===== src/verilog/seq_pkg.sv =====
// Shared constants and types for the start-up and power-down sequencer
package seq_pkg;

    // Clock rate and hard-reset pulse capture
    localparam int unsigned CLK_PERIOD_NS   = 50;
    localparam int unsigned HARD_RESET_NS   = 200;
    localparam int unsigned HARD_RESET_CYC  = HARD_RESET_NS / CLK_PERIOD_NS;

    // Power-on hold-off after all supplies and the pin are good
    localparam int unsigned POR_HOLD_CYC    = 16;

    // Default cycles for VCO calibration and loop start-up
    localparam int unsigned CAL_CYC         = 64;
    localparam int unsigned LOOP_START_CYC  = 32;

    // Serial interface encodings chosen by strap pin one
    localparam logic SERIAL_IS_I2C          = 1'b0;
    localparam logic SERIAL_IS_SPI          = 1'b1;

    localparam int unsigned PAGE_W          = 2;

    typedef enum logic [2:0] {
        ST_DOWN,
        ST_POR,
        ST_CAL,
        ST_LOOP,
        ST_RUN
    } seq_state_t;

    // Captured start-up straps
    typedef struct packed {
        logic              spi_mode;
        logic [PAGE_W-1:0] rom_page;
    } strap_t;

    // Supply and reference status inputs
    typedef struct packed {
        logic core_supply_ok;
        logic pin_above_vih;
        logic crystal_ref_valid;
    } supply_t;

    // Status of the oscillators and loops
    typedef struct packed {
        logic cal_done;
        logic cal_fail;
        logic loops_running;
        logic osc_three_lock;
    } seq_status_t;

endpackage


===== src/verilog/sync2.sv =====
// Two-flop level synchroniser
`timescale 1ns/10ps
module sync2 #(
    parameter logic RESET_VAL = 1'b0
) (
    // Clock and reset
    input  wire logic core_clk,
    input  wire logic rst_n,
    // Level in and out
    input  wire logic din,
    output logic      dout
);
    logic meta_r;
    logic meta_nxt;
    logic dout_r;
    logic dout_nxt;

    always_comb begin
        meta_nxt = din;
        dout_nxt = meta_r;
    end

    always_ff @(posedge core_clk or negedge rst_n) begin
        if (!rst_n) begin
            meta_r <= RESET_VAL;
            dout_r <= RESET_VAL;
        end else begin
            meta_r <= meta_nxt;
            dout_r <= dout_nxt;
        end
    end

    assign dout = dout_r;
endmodule


===== src/verilog/startup_power_down_sequencer.sv =====
// Start-up, power-on hold-off, strap capture and calibration sequencing
//
// Summary of operation
// - Pin low disables device and serial interface
// - Pin rising starts POR then start-up
// - Strap one picks SPI high, I2C low
// - Straps zero and two pick ROM page
// - Hold reset until supplies and pin good
// - Oscillators one, two calibrate against crystal
// - Soft reset reruns calibration and loop start
// - Oscillator three locks while device enabled and crystal valid
// - Serial registers reachable only while pin high
`timescale 1ns/10ps
module startup_power_down_sequencer #(
    parameter int unsigned POR_CYC  = seq_pkg::POR_HOLD_CYC,
    parameter int unsigned CAL_CYC  = seq_pkg::CAL_CYC,
    parameter int unsigned LOOP_CYC = seq_pkg::LOOP_START_CYC
) (
    // Clock and reset
    input  wire logic                  core_clk,
    input  wire logic                  rst_n,
    // Power-down pin and straps
    input  wire logic                  power_down_n_pin,
    input  wire logic                  strap_pin_zero,
    input  wire logic                  strap_pin_one,
    input  wire logic                  strap_pin_two,
    // Analog conditions, already synchronous
    input  wire seq_pkg::supply_t      supply,
    // Soft reset from the register file
    input  wire logic                  soft_reset_bit,
    // Calibration result for oscillators one and two
    input  wire logic                  cal_ok,
    // Outputs
    output seq_pkg::strap_t            straps,
    output logic                       serial_enable,
    output logic                       device_enable,
    output logic                       cal_start,
    output seq_pkg::seq_status_t       status,
    output seq_pkg::seq_state_t        state
);
    localparam int CNT_W = 16;

    logic pin_sync;

    // Pin brought into the system clock domain
    sync2 #(.RESET_VAL(1'b0)) u_pin_sync (
        .core_clk (core_clk),
        .rst_n    (rst_n),
        .din      (power_down_n_pin),
        .dout     (pin_sync)
    );

    seq_pkg::seq_state_t   state_r,   state_nxt;
    logic [CNT_W-1:0]      cnt_r,     cnt_nxt;
    seq_pkg::strap_t       straps_r,  straps_nxt;
    seq_pkg::seq_status_t  status_r,  status_nxt;
    logic                  ser_en_r,  ser_en_nxt;
    logic                  dev_en_r,  dev_en_nxt;
    logic                  cal_st_r,  cal_st_nxt;
    logic                  soft_d_r,  soft_d_nxt;
    logic                  soft_rise;
    logic                  supplies_good;
    logic                  por_end;
    logic                  cal_end;
    logic                  loop_end;
    logic                  rerun;
    logic                  cal_failed;

    // Rising edge of the soft-reset bit; the flop starts low like the idle bit
    always_comb begin
        soft_d_nxt = soft_reset_bit;
        soft_rise  = soft_reset_bit && !soft_d_r;
    end

    always_ff @(posedge core_clk or negedge rst_n) begin
        if (!rst_n) begin
            soft_d_r <= 1'b0;
        end else begin
            soft_d_r <= soft_d_nxt;
        end
    end

    // End-of-step events shared by the state, strap, status and pulse groups
    assign supplies_good = supply.core_supply_ok && supply.pin_above_vih;
    assign por_end       = pin_sync && (state_r == seq_pkg::ST_POR) && supplies_good
                           && (cnt_r >= CNT_W'(POR_CYC - 1));
    assign cal_end       = pin_sync && (state_r == seq_pkg::ST_CAL)
                           && (cnt_r >= CNT_W'(CAL_CYC - 1));
    assign loop_end      = pin_sync && (state_r == seq_pkg::ST_LOOP)
                           && (cnt_r >= CNT_W'(LOOP_CYC - 1));
    assign rerun         = pin_sync && (state_r == seq_pkg::ST_RUN) && soft_rise;
    // Unstable crystal at calibration leaves loops unlocked
    assign cal_failed    = !(cal_ok && supply.crystal_ref_valid);

    // Sequencer state and step counter
    always_comb begin
        state_nxt = state_r;
        cnt_nxt   = cnt_r;
        if (!pin_sync) begin
            state_nxt = seq_pkg::ST_DOWN;
            cnt_nxt   = '0;
        end else begin
            unique case (state_r)
                seq_pkg::ST_DOWN: begin
                    state_nxt = seq_pkg::ST_POR;
                    cnt_nxt   = '0;
                end
                seq_pkg::ST_POR: begin
                    if (!supplies_good) begin
                        cnt_nxt = '0;
                    end else if (por_end) begin
                        state_nxt = seq_pkg::ST_CAL;
                        cnt_nxt   = '0;
                    end else begin
                        cnt_nxt = cnt_r + CNT_W'(1);
                    end
                end
                seq_pkg::ST_CAL: begin
                    if (cal_end) begin
                        state_nxt = cal_failed ? seq_pkg::ST_RUN
                                               : seq_pkg::ST_LOOP;
                        cnt_nxt   = '0;
                    end else begin
                        cnt_nxt = cnt_r + CNT_W'(1);
                    end
                end
                seq_pkg::ST_LOOP: begin
                    if (loop_end) begin
                        state_nxt = seq_pkg::ST_RUN;
                        cnt_nxt   = '0;
                    end else begin
                        cnt_nxt = cnt_r + CNT_W'(1);
                    end
                end
                seq_pkg::ST_RUN: begin
                    if (rerun) begin
                        state_nxt = seq_pkg::ST_CAL;
                        cnt_nxt   = '0;
                    end
                end
                default: begin
                    // Unused codes fall back to power-down
                    state_nxt = seq_pkg::ST_DOWN;
                    cnt_nxt   = '0;
                end
            endcase
        end
    end

    always_ff @(posedge core_clk or negedge rst_n) begin
        if (!rst_n) begin
            state_r <= seq_pkg::ST_DOWN;
            cnt_r   <= '0;
        end else begin
            state_r <= state_nxt;
            cnt_r   <= cnt_nxt;
        end
    end

    // Straps are taken once, on the edge that leaves the hold-off
    always_comb begin
        straps_nxt = straps_r;
        if (por_end) begin
            straps_nxt.spi_mode = strap_pin_one;
            straps_nxt.rom_page = {strap_pin_two, strap_pin_zero};
        end
    end

    always_ff @(posedge core_clk or negedge rst_n) begin
        if (!rst_n) begin
            straps_r <= '0;
        end else begin
            straps_r <= straps_nxt;
        end
    end

    // Calibration and loop status; a soft reset clears the results it reruns
    always_comb begin
        status_nxt = status_r;
        // Third oscillator is factory trimmed; it follows the crystal while the device is enabled
        status_nxt.osc_three_lock = dev_en_r && supply.crystal_ref_valid;
        if (!pin_sync) begin
            status_nxt = '0;
        end else if (cal_end) begin
            status_nxt.cal_done = 1'b1;
            status_nxt.cal_fail = cal_failed;
        end else if (loop_end) begin
            status_nxt.loops_running = 1'b1;
        end else if (rerun) begin
            status_nxt.cal_done      = 1'b0;
            status_nxt.cal_fail      = 1'b0;
            status_nxt.loops_running = 1'b0;
        end
    end

    always_ff @(posedge core_clk or negedge rst_n) begin
        if (!rst_n) begin
            status_r <= '0;
        end else begin
            status_r <= status_nxt;
        end
    end

    // Calibration pulse and enables
    always_comb begin
        cal_st_nxt = por_end || rerun;
        // Serial port live once straps are taken, until the pin drops
        ser_en_nxt = pin_sync && (state_r != seq_pkg::ST_DOWN)
                              && (state_r != seq_pkg::ST_POR)
                              && (state_nxt != seq_pkg::ST_POR);
        dev_en_nxt = pin_sync && (state_nxt != seq_pkg::ST_DOWN)
                              && (state_nxt != seq_pkg::ST_POR);
    end

    always_ff @(posedge core_clk or negedge rst_n) begin
        if (!rst_n) begin
            ser_en_r <= 1'b0;
            dev_en_r <= 1'b0;
            cal_st_r <= 1'b0;
        end else begin
            ser_en_r <= ser_en_nxt;
            dev_en_r <= dev_en_nxt;
            cal_st_r <= cal_st_nxt;
        end
    end

    assign straps        = straps_r;
    assign serial_enable = ser_en_r;
    assign device_enable = dev_en_r;
    assign cal_start     = cal_st_r;
    assign status        = status_r;
    assign state         = state_r;
endmodule


===== config.mk =====
export PLATFORM = sky130hd
export DESIGN_NAME = startup_power_down_sequencer
export DESIGN_NICKNAME = d
export VERILOG_FILES = /design/src/verilog/seq_pkg.sv /design/src/verilog/sync2.sv /design/src/verilog/startup_power_down_sequencer.sv
export SDC_FILE = /design/constraint.sdc
export NUM_CORES = 1
export LEC_CHECK = 0
export ABC_AREA = 1
export BUFFER_PORTS_ARGS = -buffer_cell sky130_fd_sc_hd__buf_2
export CORE_MARGIN = 1.5
export CORE_UTILIZATION = 49
export DETAILED_ROUTE_END_ITERATION = 10
export GPL_ROUTABILITY_DRIVEN = 0
export PLACE_DENSITY = 0.73
export SLEW_MARGIN = 20
export SYNTH_ARGS = -nofsm -noshare
export SYNTH_HDL_FRONTEND = slang
export SYNTH_SLANG_ARGS = --single-unit
export TNS_END_PERCENT = 1

===== constraint.sdc =====
create_clock -name core_clk -period 1.6 [get_ports core_clk]
set_input_delay 0.16 -clock core_clk [delete_from_list [all_inputs] [get_ports core_clk]]
set_output_delay 0.16 -clock core_clk [all_outputs]
set_load 0.05 [all_outputs]

==> run summary, run 1 <==
status: finished, final reports clean
CTS buffer count: 5
final hold vios: 0
CTS Buffer Depth: 2
WP data required: 1.83 ns
IO Count: 24
# diodes: 0
post-DP HPWL: 2190 um
Setup violations, final: 0
worst slew pin tran: 0.691 ns
Tmin final: 1.52 ns
Final Instance Count excl. Fillers: 251
first-pass GRT wire length: 5200 um
Fmax: 658 MHz
Placeable Area: 2810 um^2
WP depth: 7
Worst-Skew Late Latency: 0.34 ns
root buffer cell: clkbuf_4
critical path buffer and inverter count: 1
Initial Util: 52.9%
crit-path max FO: 7
crit path cell chain: ha_4 > inv_1 > nor2_2 > nor2_1 > nand2_2 > nand2_4 > mux2_2
routed wire length per instance: 12.1 um
Mapped Cells: 182
Synth Area in Compound Gates: 1.60%
vias per cell: 5.08
clock tree sinks: 32
critical path arrival: 1.75 ns
cell area after synthesis: 1480 um^2
max_cap viols: 0
Post-Route WL: 3030 um
Layout Skew: 0.00471 ns
final slew viol count: 0
Slew HR: 53.9%
dominant delay contributor by cell family on the critical path: flip-flops
post-synth net total: 194
area of the multi-input gates: 603 um^2
Synth warnings: 0
total negative slack: 0 ns
Reg area: 801 um^2
layout cells sized above 1: 24.5%
Worst Setup SP: cnt_r[0]
crit end category: flip-flop
RSZ-0062 raised after global routing: false
Filler cells: 237
worst vdd ir: 0.000664 V
PortBufs: 23
aggregate global routing overflow: 0
die height: 58.0 um
r2r worst-path depth: 7
Avg Cell Area, Syn: 8.15 um^2
Critical Path End: straps[1]
post-route ant nets: 0
pwr/cell area: 819 nW/um^2
CTS HTree Levels: 2
Cells after DPL: 239
CTS tree: yes
slowest cell delay on critical path: 0.42 ns
leakage: 1.06 nW
Synth Register Bits: 32
Crit Path Category: flip-flop to flip-flop
part of the cycle the worst path needs: 95.0%
routed vias: 1,274
# rows: 19
total track usage: 20.5%
reg2reg start: cnt_r[0]
Min-Delay Path Class: primary input to flip-flop
die area: 3360 um^2
initial antenna violation count: 0
detailed-route DRC error count: 0
adder-cell share of the synthesized area: 0.844%
Die W: 58.0 um
Layout area overhead: 21.9%
startpoint types: flip-flop
clock-pin slew on the worst setup and hold paths: 0.09 ns
xor/xnor share of the synthesized area: 0.591%
sequential-to-total area share from yosys stat: 54.0%
largest family of logic cells by synthesized area: simple AND/OR/NAND/NOR gates
largest net degree at the start of global routing: 33
Detailed Routing Iterations Pass 1: 4
simple-gate area share of the yosys netlist: 33.1%
Netlist cell types: 22
Layout Nets: 231
DRT iter0 DRCs: 82
R2R setup slack: 0.08 ns
Critical-path top delay cell: dfrtp_1
vias in the first global route: 1,204
Crit Reg-Reg Endpoint: straps[1]
mux share of post-synthesis cell area: 2.28%
[where the power goes]
| group | total (mW) | internal, mW | switching (mW) |
|---|---|---|---|
| sequential | 0.817 | 0.814 | 0.00313 |
| clock | 0.596 | 0.327 | 0.268 |
| combinational | 0.0667 | 0.0229 | 0.0438 |
[worst min path at each step]
stage / start / to / slack, ns / cells after the start
2_1_floorplan: rst_n / cal_start / -0.14 / 0
3_3_place_gp: rst_n / cnt_r[2] / 0.23 / 1
3_5_place_dp: rst_n / cnt_r[2] / 0.24 / 1
4_1_cts: supply[0] / status[0] / 0.04 / 3
5_1_grt: strap_pin_zero / straps[0] / 0.03 / 2
6_report: supply[0] / status[0] / 0.05 / 3
[metrics by stage]
stage	total power, mW	worst slack, ns	instance area, um^2	hold slack [ns]	utilization (%)
after detailed placement	0.894	0.00552	1660	0.243	59.1
final	1.48	0.0798	1810	0.0500	64.4
after CTS	1.49	0.0222	1780	0.0434	63.3
after global routing	1.54	0.00554	1810	0.0318	64.4
after global placement	0.893	0.0591	1660	0.230	59.1
after floorplan	0.856	0.00651	1480	-0.136	-
[cell type report]
cell class	instances	share of cell area [%]
timing repair buffer	31	10.1
tap	31	2.15
inverter	28	5.82
multi-input combinational	121	33.4
clock inverter	2	1.94
sequential	32	44.3
clock buffer	6	2.29
[per-layer routing]
| metal | vias to the layer above | part of all wire [%] | global-route usage (%) | routed length [um] |
|---|---|---|---|---|
| met2 | 34 | 47 | 31.2 | 1410 |
| li1 | 636 | - | - | - |
| met5 | - | 0 | 0 | 0 |
| met4 | 0 | 1.7 | 9.30 | 51 |
| met3 | 6 | 5.6 | 6.70 | 169 |
| met1 | 598 | 46 | 26.8 | 1400 |
[Yosys cell counts, drive strengths merged]
library cell	count	area share (%)
nor2	33	8.9
o21ai	1	0.34
a21oi	1	0.34
nand3b	1	0.51
mux2	3	2.3
a31oi	1	0.42
nand4	3	1.3
or2	1	0.42
nand3	23	8.1
ha	1	0.84
buf	1	0.51
xor2	1	0.59
dfrtp	32	54
a21boi	1	0.51
nand2	49	13
inv	28	7.1
nor3	2	1.0
[state kept, by name, indices dropped and copies added, names as in the netlist]
name / flops
straps: 3
state: 3
cal_start: 1
u_pin_sync.dout_nxt: 1
soft_d_r: 1
status: 4
u_pin_sync.dout: 1
cnt_r: 16
device_enable: 1
serial_enable: 1
[layout by cell type (no fill, tap or decap), types with 2 or more instances in the layout]
cell and n:
buf_4 5, nand3_1 21, buf_2 23, clkbuf_4 5
nand3_2 2, dlygate4sd3_1 3, nor2_1 29, dfrtp_1 32
nand2_2 4, nand4_1 3, nor2_2 4, inv_1 27
mux2_2 3, nand2_1 44
[tightest hold or removal path: stages]
cell and delay, ns:
buf_2 0.11, nand2_1 0.05, nor2_1 0.03
[cells by family after synthesis]
logic type               count (synthesis)
AND/OR/NAND/NOR                        112
flip-flops                              32
buffers and inverters                   29
AO/OA/AOI/OAI                            4
multiplexers                             3
XOR/XNOR                                 1
adder cells (fa/ha/maj)                  1
[timing repair]
item / CTS / global route
setup endpoints to repair: 8 / 11
hold endpoints to repair: 34 / 0
pin swaps: 0 / 1
resized for setup: 1 / 7
hold buffers: 3 / 0
buffers inserted: 1 / 0
Power figures use the tool's default switching activity.
==> run 2: changes to the inputs <==
--- a/config.mk
+++ b/config.mk
@@ -8,10 +8,10 @@
 export ABC_AREA = 1
 export BUFFER_PORTS_ARGS = -buffer_cell sky130_fd_sc_hd__buf_2
 export CORE_MARGIN = 1.5
-export CORE_UTILIZATION = 49
+export CORE_UTILIZATION = 30
 export DETAILED_ROUTE_END_ITERATION = 10
 export GPL_ROUTABILITY_DRIVEN = 0
-export PLACE_DENSITY = 0.73
+export SETUP_SLACK_MARGIN = 0.5
 export SLEW_MARGIN = 20
 export SYNTH_ARGS = -nofsm -noshare
 export SYNTH_HDL_FRONTEND = slang
==> run 2 against run 1 <==
Against the previous run: maximum frequency increased by 3.2%; non-clock buffer count up 5; combinational power up 25%; critical endpoint is now straps[0]; largest cell class unchanged.
==> run summary, run 2 (synthesis gave the netlist of run 1 again) <==
die height: 73.3 um (was 58.0 um)
post-route ant nets: 0 (unchanged)
Crit Reg-Reg Endpoint: straps[0] (was straps[1])
cell area after layout: 2090 um^2 (was 1810 um^2)
switch share: 20.9% (was 21.3%)
max_cap viols: 0 (unchanged)
slowest cell delay on critical path: 0.41 ns (was 0.42 ns)
Worst Setup SP: state[0] (was cnt_r[0])
Layout Nets: 236 (was 231)
# diodes: 0 (unchanged)
startpoint types: flip-flop (unchanged)
post-DP HPWL: 2240 um (was 2190 um)
Pint: 1.39 mW (was 1.16 mW)
status: finished, final reports clean (unchanged)
worst slew pin tran: 0.421 ns (was 0.691 ns)
WP data required: 1.78 ns (was 1.83 ns)
CTS Buffer Depth: 2 (unchanged)
Crit Path Category: flip-flop to flip-flop (unchanged)
Fmax: 679 MHz (was 658 MHz)
# rows: 25 (was 19)
root buffer cell: clkbuf_8 (was clkbuf_4)
Tmin final: 1.47 ns (was 1.52 ns)
most frequent cells in the layout: nand2_1 (40), dfrtp_1 (29), nor2_1 (24), inv_1 (24), buf_2 (23) (was nand2_1 (44), dfrtp_1 (32), nor2_1 (29))
Detailed Routing Iterations Pass 1: 4 (unchanged)
layout cells sized above 1: 35.6% (was 24.5%)
DRT iter0 DRCs: 85 (was 82)
CTS buffer count: 5 (unchanged)
CTS HTree Levels: 2 (unchanged)
IO Count: 24 (unchanged)
aggregate global routing overflow: 0 (unchanged)
reg2reg start: state[0] (was cnt_r[0])
die area: 5370 um^2 (was 3360 um^2)
pwr/cell area: 843 nW/um^2 (was 819 nW/um^2)
Reg power frac: 46.4% (was 55.2%)
leakage: 1.15 nW (was 1.06 nW)
RSZ-0062 raised after global routing: true (was false)
routed wl met3: 176 um (was 169 um)
initial antenna violation count: 0 (unchanged)
Critical-path top delay cell: dfrtp_2 (was dfrtp_1)
Critical Path End: straps[0] (was straps[1])
part of the cycle the worst path needs: 92.0% (was 95.0%)
first-pass GRT wire length: 5520 um (was 5200 um)
R2R setup slack: 0.13 ns (was 0.08 ns)
Layout Skew: 0.00461 ns (was 0.00471 ns)
vias in the first global route: 1,225 (was 1,204)
Setup violations, final: 0 (unchanged)
largest net degree at the start of global routing: 18 (was 33)
Placeable Area: 4750 um^2 (was 2810 um^2)
Post-Route WL: 3450 um (was 3030 um)
r2r worst-path depth: 6 (was 7)
dpl cell area: 1730 um^2 (was 1660 um^2)
Top Layer Used: met4 (unchanged)
total track usage: 13.8% (was 20.5%)
PortBufs: 23 (unchanged)
final slew viol count: 0 (unchanged)
total negative slack: 0 ns (unchanged)
Met2 Wirelength: 1630 um (was 1410 um)
final hold vios: 0 (unchanged)
vias per cell: 4.47 (was 5.08)
Layout area overhead: 41.1% (was 21.9%)
Slew HR: 71.9% (was 53.9%)
clock tree sinks: 32 (unchanged)
clock-pin slew on the worst setup and hold paths: 0.07 ns (was 0.09 ns)
wl on met1: 1550 um (was 1400 um)
crit-path max FO: 7 (unchanged)
max reg flops: 16 (unchanged)
worst hold margin: 0.100 ns (was 0.0500 ns)
leading cell type in the layout, fill and taps excluded: nand2_1 (unchanged)
Worst-Skew Late Latency: 0.29 ns (was 0.34 ns)
routed wire length per instance: 11.8 um (was 12.1 um)
Min-Delay Path Class: primary input to flip-flop (unchanged)
area of the multi-input gates: 736 um^2 (was 603 um^2)
Die W: 73.3 um (was 58.0 um)
crit path cell chain: inv_1 > nor2_2 > nand3_1 > nor2_4 > nand2_8 > mux2_4 (was ha_4 > inv_1 > nor2_2 > nor2_1 > nand2_2 > nand2_4 > mux2_2)
crit end category: flip-flop (unchanged)
register name with the most flops: cnt_r (unchanged)
Switch Pwr: 0.368 mW (was 0.315 mW)
detailed-route DRC error count: 0 (unchanged)
worst vdd ir: 0.000512 V (was 0.000664 V)
Reg area: 805 um^2 (was 801 um^2)
Initial Util: 31.2% (was 52.9%)
Logic pwr share: 4.7% (was 4.5%)
Filler cells: 484 (was 237)
Clk pwr share: 48.9% (was 40.3%)
CTS tree: yes (unchanged)
routed vias: 1,305 (was 1,274)
critical path arrival: 1.65 ns (was 1.75 ns)
==> run 2: per-layer routing <==
| metal | up-vias | track usage, % |
|---|---|---|
| met3 | 10 | 4.12 |
| met4 | 0 | 6.38 |
| met5 | - | 0 |
| li1 | 651 | - |
| met2 | 32 | 20.9 |
| met1 | 612 | 18.0 |
==> run 2: what timing repair did <==
action,in CTS,in global routing
buffers inserted,3,2
hold buffers,2,1
gates resized for setup,11,30
setup endpoints to repair,30,31
hold endpoints to repair,17,1
pin swaps,5,12
==> run 2: area by class of cell <==
class / count / share of cell area [%]
sequential: 32 / 38.5
multi-input combinational: 121 / 35.2
timing repair buffer: 36 / 11.3
inverter: 28 / 5.02
clock buffer: 7 / 4.61
tap: 67 / 4.01
clock inverter: 1 / 1.44
==> run 2: worst min path at each step <==
stage | end | depth (start not counted) | slack (ns) | from
floorplan | cal_start | 0 | -0.14 | rst_n
global placement | cnt_r[12] | 1 | 0.12 | rst_n
detailed placement | soft_d_r | 1 | 0.12 | rst_n
CTS | soft_d_r | 1 | 0.0002 | soft_reset_bit
global route | straps[0] | 2 | 0.10 | strap_pin_zero
finish | straps[2] | 2 | 0.10 | strap_pin_one
==> run 2: power groups by stage <==
stage               sequential [mW]  clock, mW  combinational [mW]
floorplan                     0.839          0              0.0182
global placement              0.833          0              0.0691
detailed placement            0.833          0              0.0691
CTS                           0.818      0.876              0.0766
global route                  0.818      0.901              0.0943
finish                        0.818      0.861              0.0836
==> run 2: critical path: cells and delay by family (launching register included) <==
kind,cells,cell delay (ns)
flops,1,0.41
mux,1,0.31
buf+inv,1,0.08
simple gates,4,0.56
==> run 2: stage by stage <==
step           power [mW]  std cells  worst slack, ns  util, %
3_5_place_dp        0.902        276          0.00280     36.4
4_1_cts              1.77        289            0.152     40.9
3_3_place_gp        0.902        276           0.0431     36.4
6_report             1.76        292            0.127     44.0
2_1_floorplan       0.857        182            0.160        -
5_1_grt              1.81        292           0.0377     44.0
==> run 3: changes to the inputs <==
--- a/config.mk
+++ b/config.mk
@@ -11,6 +11,7 @@
 export CORE_UTILIZATION = 30
 export DETAILED_ROUTE_END_ITERATION = 10
 export GPL_ROUTABILITY_DRIVEN = 0
+export RECOVER_POWER = 50
 export SETUP_SLACK_MARGIN = 0.5
 export SLEW_MARGIN = 20
 export SYNTH_ARGS = -nofsm -noshare
==> run 3 against run 2 <==
Against the previous run: wire length fell by 0.35%; worst hold slack barely moved; clock skew barely moved; clock power barely moved; register-to-register slack barely moved; first-iteration DRC count did not move; largest cell class unchanged.
==> run summary, run 3 (synthesis gave the netlist of run 1 again) <==
status: finished, final reports clean (unchanged)
CTS Buffer Depth: 2 (unchanged)
worst slew pin tran: 1.01 ns (was 0.421 ns)
Tmin final: 1.47 ns (about the same)
die area: 5370 um^2 (unchanged)
initial antenna violation count: 0 (unchanged)
crit path cell chain: inv_1 > nor2_2 > nand3_1 > nor2_4 > nand2_8 > mux2_4 (unchanged)
final hold vios: 0 (unchanged)
worst hold margin: 0.100 ns (about the same)
max_cap viols: 0 (unchanged)
RSZ-0062 raised after global routing: true (unchanged)
detailed-route DRC error count: 0 (unchanged)
post-route ant nets: 0 (unchanged)
total track usage: 13.8% (unchanged)
pwr/cell area: 844 nW/um^2 (was 843 nW/um^2)
Final WS setup: 0.130 ns (was 0.127 ns)
CTS HTree Levels: 2 (unchanged)
Min-Delay Path Class: primary input to flip-flop (unchanged)
layout cells sized above 1: 34.2% (was 35.6%)
Worst Hold Launch: strap_pin_one (unchanged)
total negative slack: 0 ns (unchanged)
leakage: 1.14 nW (was 1.15 nW)
die height: 73.3 um (unchanged)
vias per cell: 4.48 (was 4.47)
crit-path max FO: 7 (unchanged)
post-layout util: 43.9% (was 44.0%)
CTS buffer count: 5 (unchanged)
Post-Route WL: 3440 um (was 3450 um)
routed vias: 1,309 (was 1,305)
Detailed Routing Iterations Pass 1: 4 (unchanged)
R2R setup slack: 0.13 ns (about the same)
clock tree sinks: 32 (unchanged)
largest net degree at the start of global routing: 18 (unchanged)
most frequent cells in the layout: nand2_1 (40), dfrtp_1 (29), nor2_1 (24), inv_1 (24), buf_2 (20) (was nand2_1 (40), dfrtp_1 (29), nor2_1 (24), inv_1 (24), buf_2 (23))
Layout Nets: 236 (unchanged)
Die W: 73.3 um (unchanged)
Layout area overhead: 40.8% (was 41.1%)
CTS tree: yes (unchanged)
Final Instance Count excl. Fillers: 292 (unchanged)
crit end category: flip-flop (unchanged)
DRT iter0 DRCs: 85 (unchanged)
critical path arrival: 1.65 ns (about the same)
WHS Path Cells: 2 (unchanged)
Setup violations, final: 0 (unchanged)
cell area after layout: 2090 um^2 (about the same)
IO Count: 24 (unchanged)
reg2reg start: state[0] (unchanged)
first-pass GRT wire length: 5520 um (unchanged)
leading cell type in the layout, fill and taps excluded: nand2_1 (unchanged)
Slew HR: 33.0% (was 71.9%)
# rows: 25 (unchanged)
WP data required: 1.78 ns (about the same)
worst vdd ir: 0.000512 V (about the same)
# diodes: 0 (unchanged)
r2r worst-path depth: 6 (unchanged)
pre-CTS setup slack: 0.00280 ns (unchanged)
slowest cell delay on critical path: 0.41 ns (about the same)
Cells after DPL: 276 (unchanged)
part of the cycle the worst path needs: 91.9% (was 92.0%)
aggregate global routing overflow: 0 (unchanged)
Critical-path top delay cell: dfrtp_2 (unchanged)
Final Power: 1.76 mW (about the same)
root buffer cell: clkbuf_8 (unchanged)
Crit Path Category: flip-flop to flip-flop (unchanged)
post-DP HPWL: 2240 um (unchanged)
final slew viol count: 0 (unchanged)
dpl cell area: 1730 um^2 (unchanged)
Initial Util: 31.2% (unchanged)
routed wire length per instance: 11.8 um (about the same)
register name with the most flops: cnt_r (unchanged)
Fmax: 680 MHz (was 679 MHz)
Layout Skew: 0.00458 ns (was 0.00461 ns)
max reg flops: 16 (unchanged)
Worst-Skew Late Latency: 0.29 ns (about the same)
Crit Reg-Reg Endpoint: straps[0] (unchanged)
PortBufs: 23 (unchanged)
clock-pin slew on the worst setup and hold paths: 0.07 ns (about the same)
startpoint types: flip-flop (unchanged)
Worst Hold Path EP: straps[2] (unchanged)
Placeable Area: 4750 um^2 (unchanged)
vias in the first global route: 1,225 (unchanged)
## run 3: what timing repair did
| item | 4_1_cts | 5_1_grt |
|---|---|---|
| hold buffers | 2 | 1 |
| setup buffers | 3 | 2 |
| cloned | 0 | 0 |
| endpoints found under the setup margin | 30 | 31 |
| pin swaps | 5 | 12 |
| resized for setup | 11 | 30 |
| hold endpoints to repair | 17 | 1 |
## run 3: critical path, delay by kind of cell, from the launching register on
family	cells	cell delay (ns)
buf+inv	1	0.08
flops	1	0.41
mux	1	0.31
simple gates	4	0.56
## run 3: layer usage
| metal | global-route usage [%] | part of all wire [%] |
|---|---|---|
| met1 | 18.0 | 45 |
| met5 | 0 | 0 |
| met3 | 4.12 | 4.9 |
| met2 | 20.9 | 47 |
| met4 | 6.38 | 2.8 |
## run 3: final cells by class
cell class / instances / area (um^2)
clock inverter: 1 / 30.0
timing repair buffer: 36 / 233
multi-input combinational: 121 / 736
tap: 67 / 83.8
inverter: 28 / 105
sequential: 32 / 805
clock buffer: 7 / 96.3
fill: 482 / 2670
## run 3: where the power goes
part | switching, mW | leakage [nW] | internal, mW
Combinational | 0.0524 | 0.637 | 0.0303
Sequential | 0.00373 | 0.434 | 0.815
Clock | 0.312 | 0.0645 | 0.549
## run 3: worst max path at each step
stage | slack, ns | cells after the start | start | to
after global placement | 0.04 | 10 | cnt_r[1] | cnt_r[0]
after global routing | 0.04 | 9 | state[0] | cnt_r[5]
after CTS | 0.15 | 7 | cnt_r[0] | straps[0]
after detailed placement | 0.003 | 10 | cnt_r[1] | cnt_r[2]
final | 0.13 | 6 | state[0] | straps[0]
after floorplan | 0.16 | 7 | cnt_r[0] | straps[0]
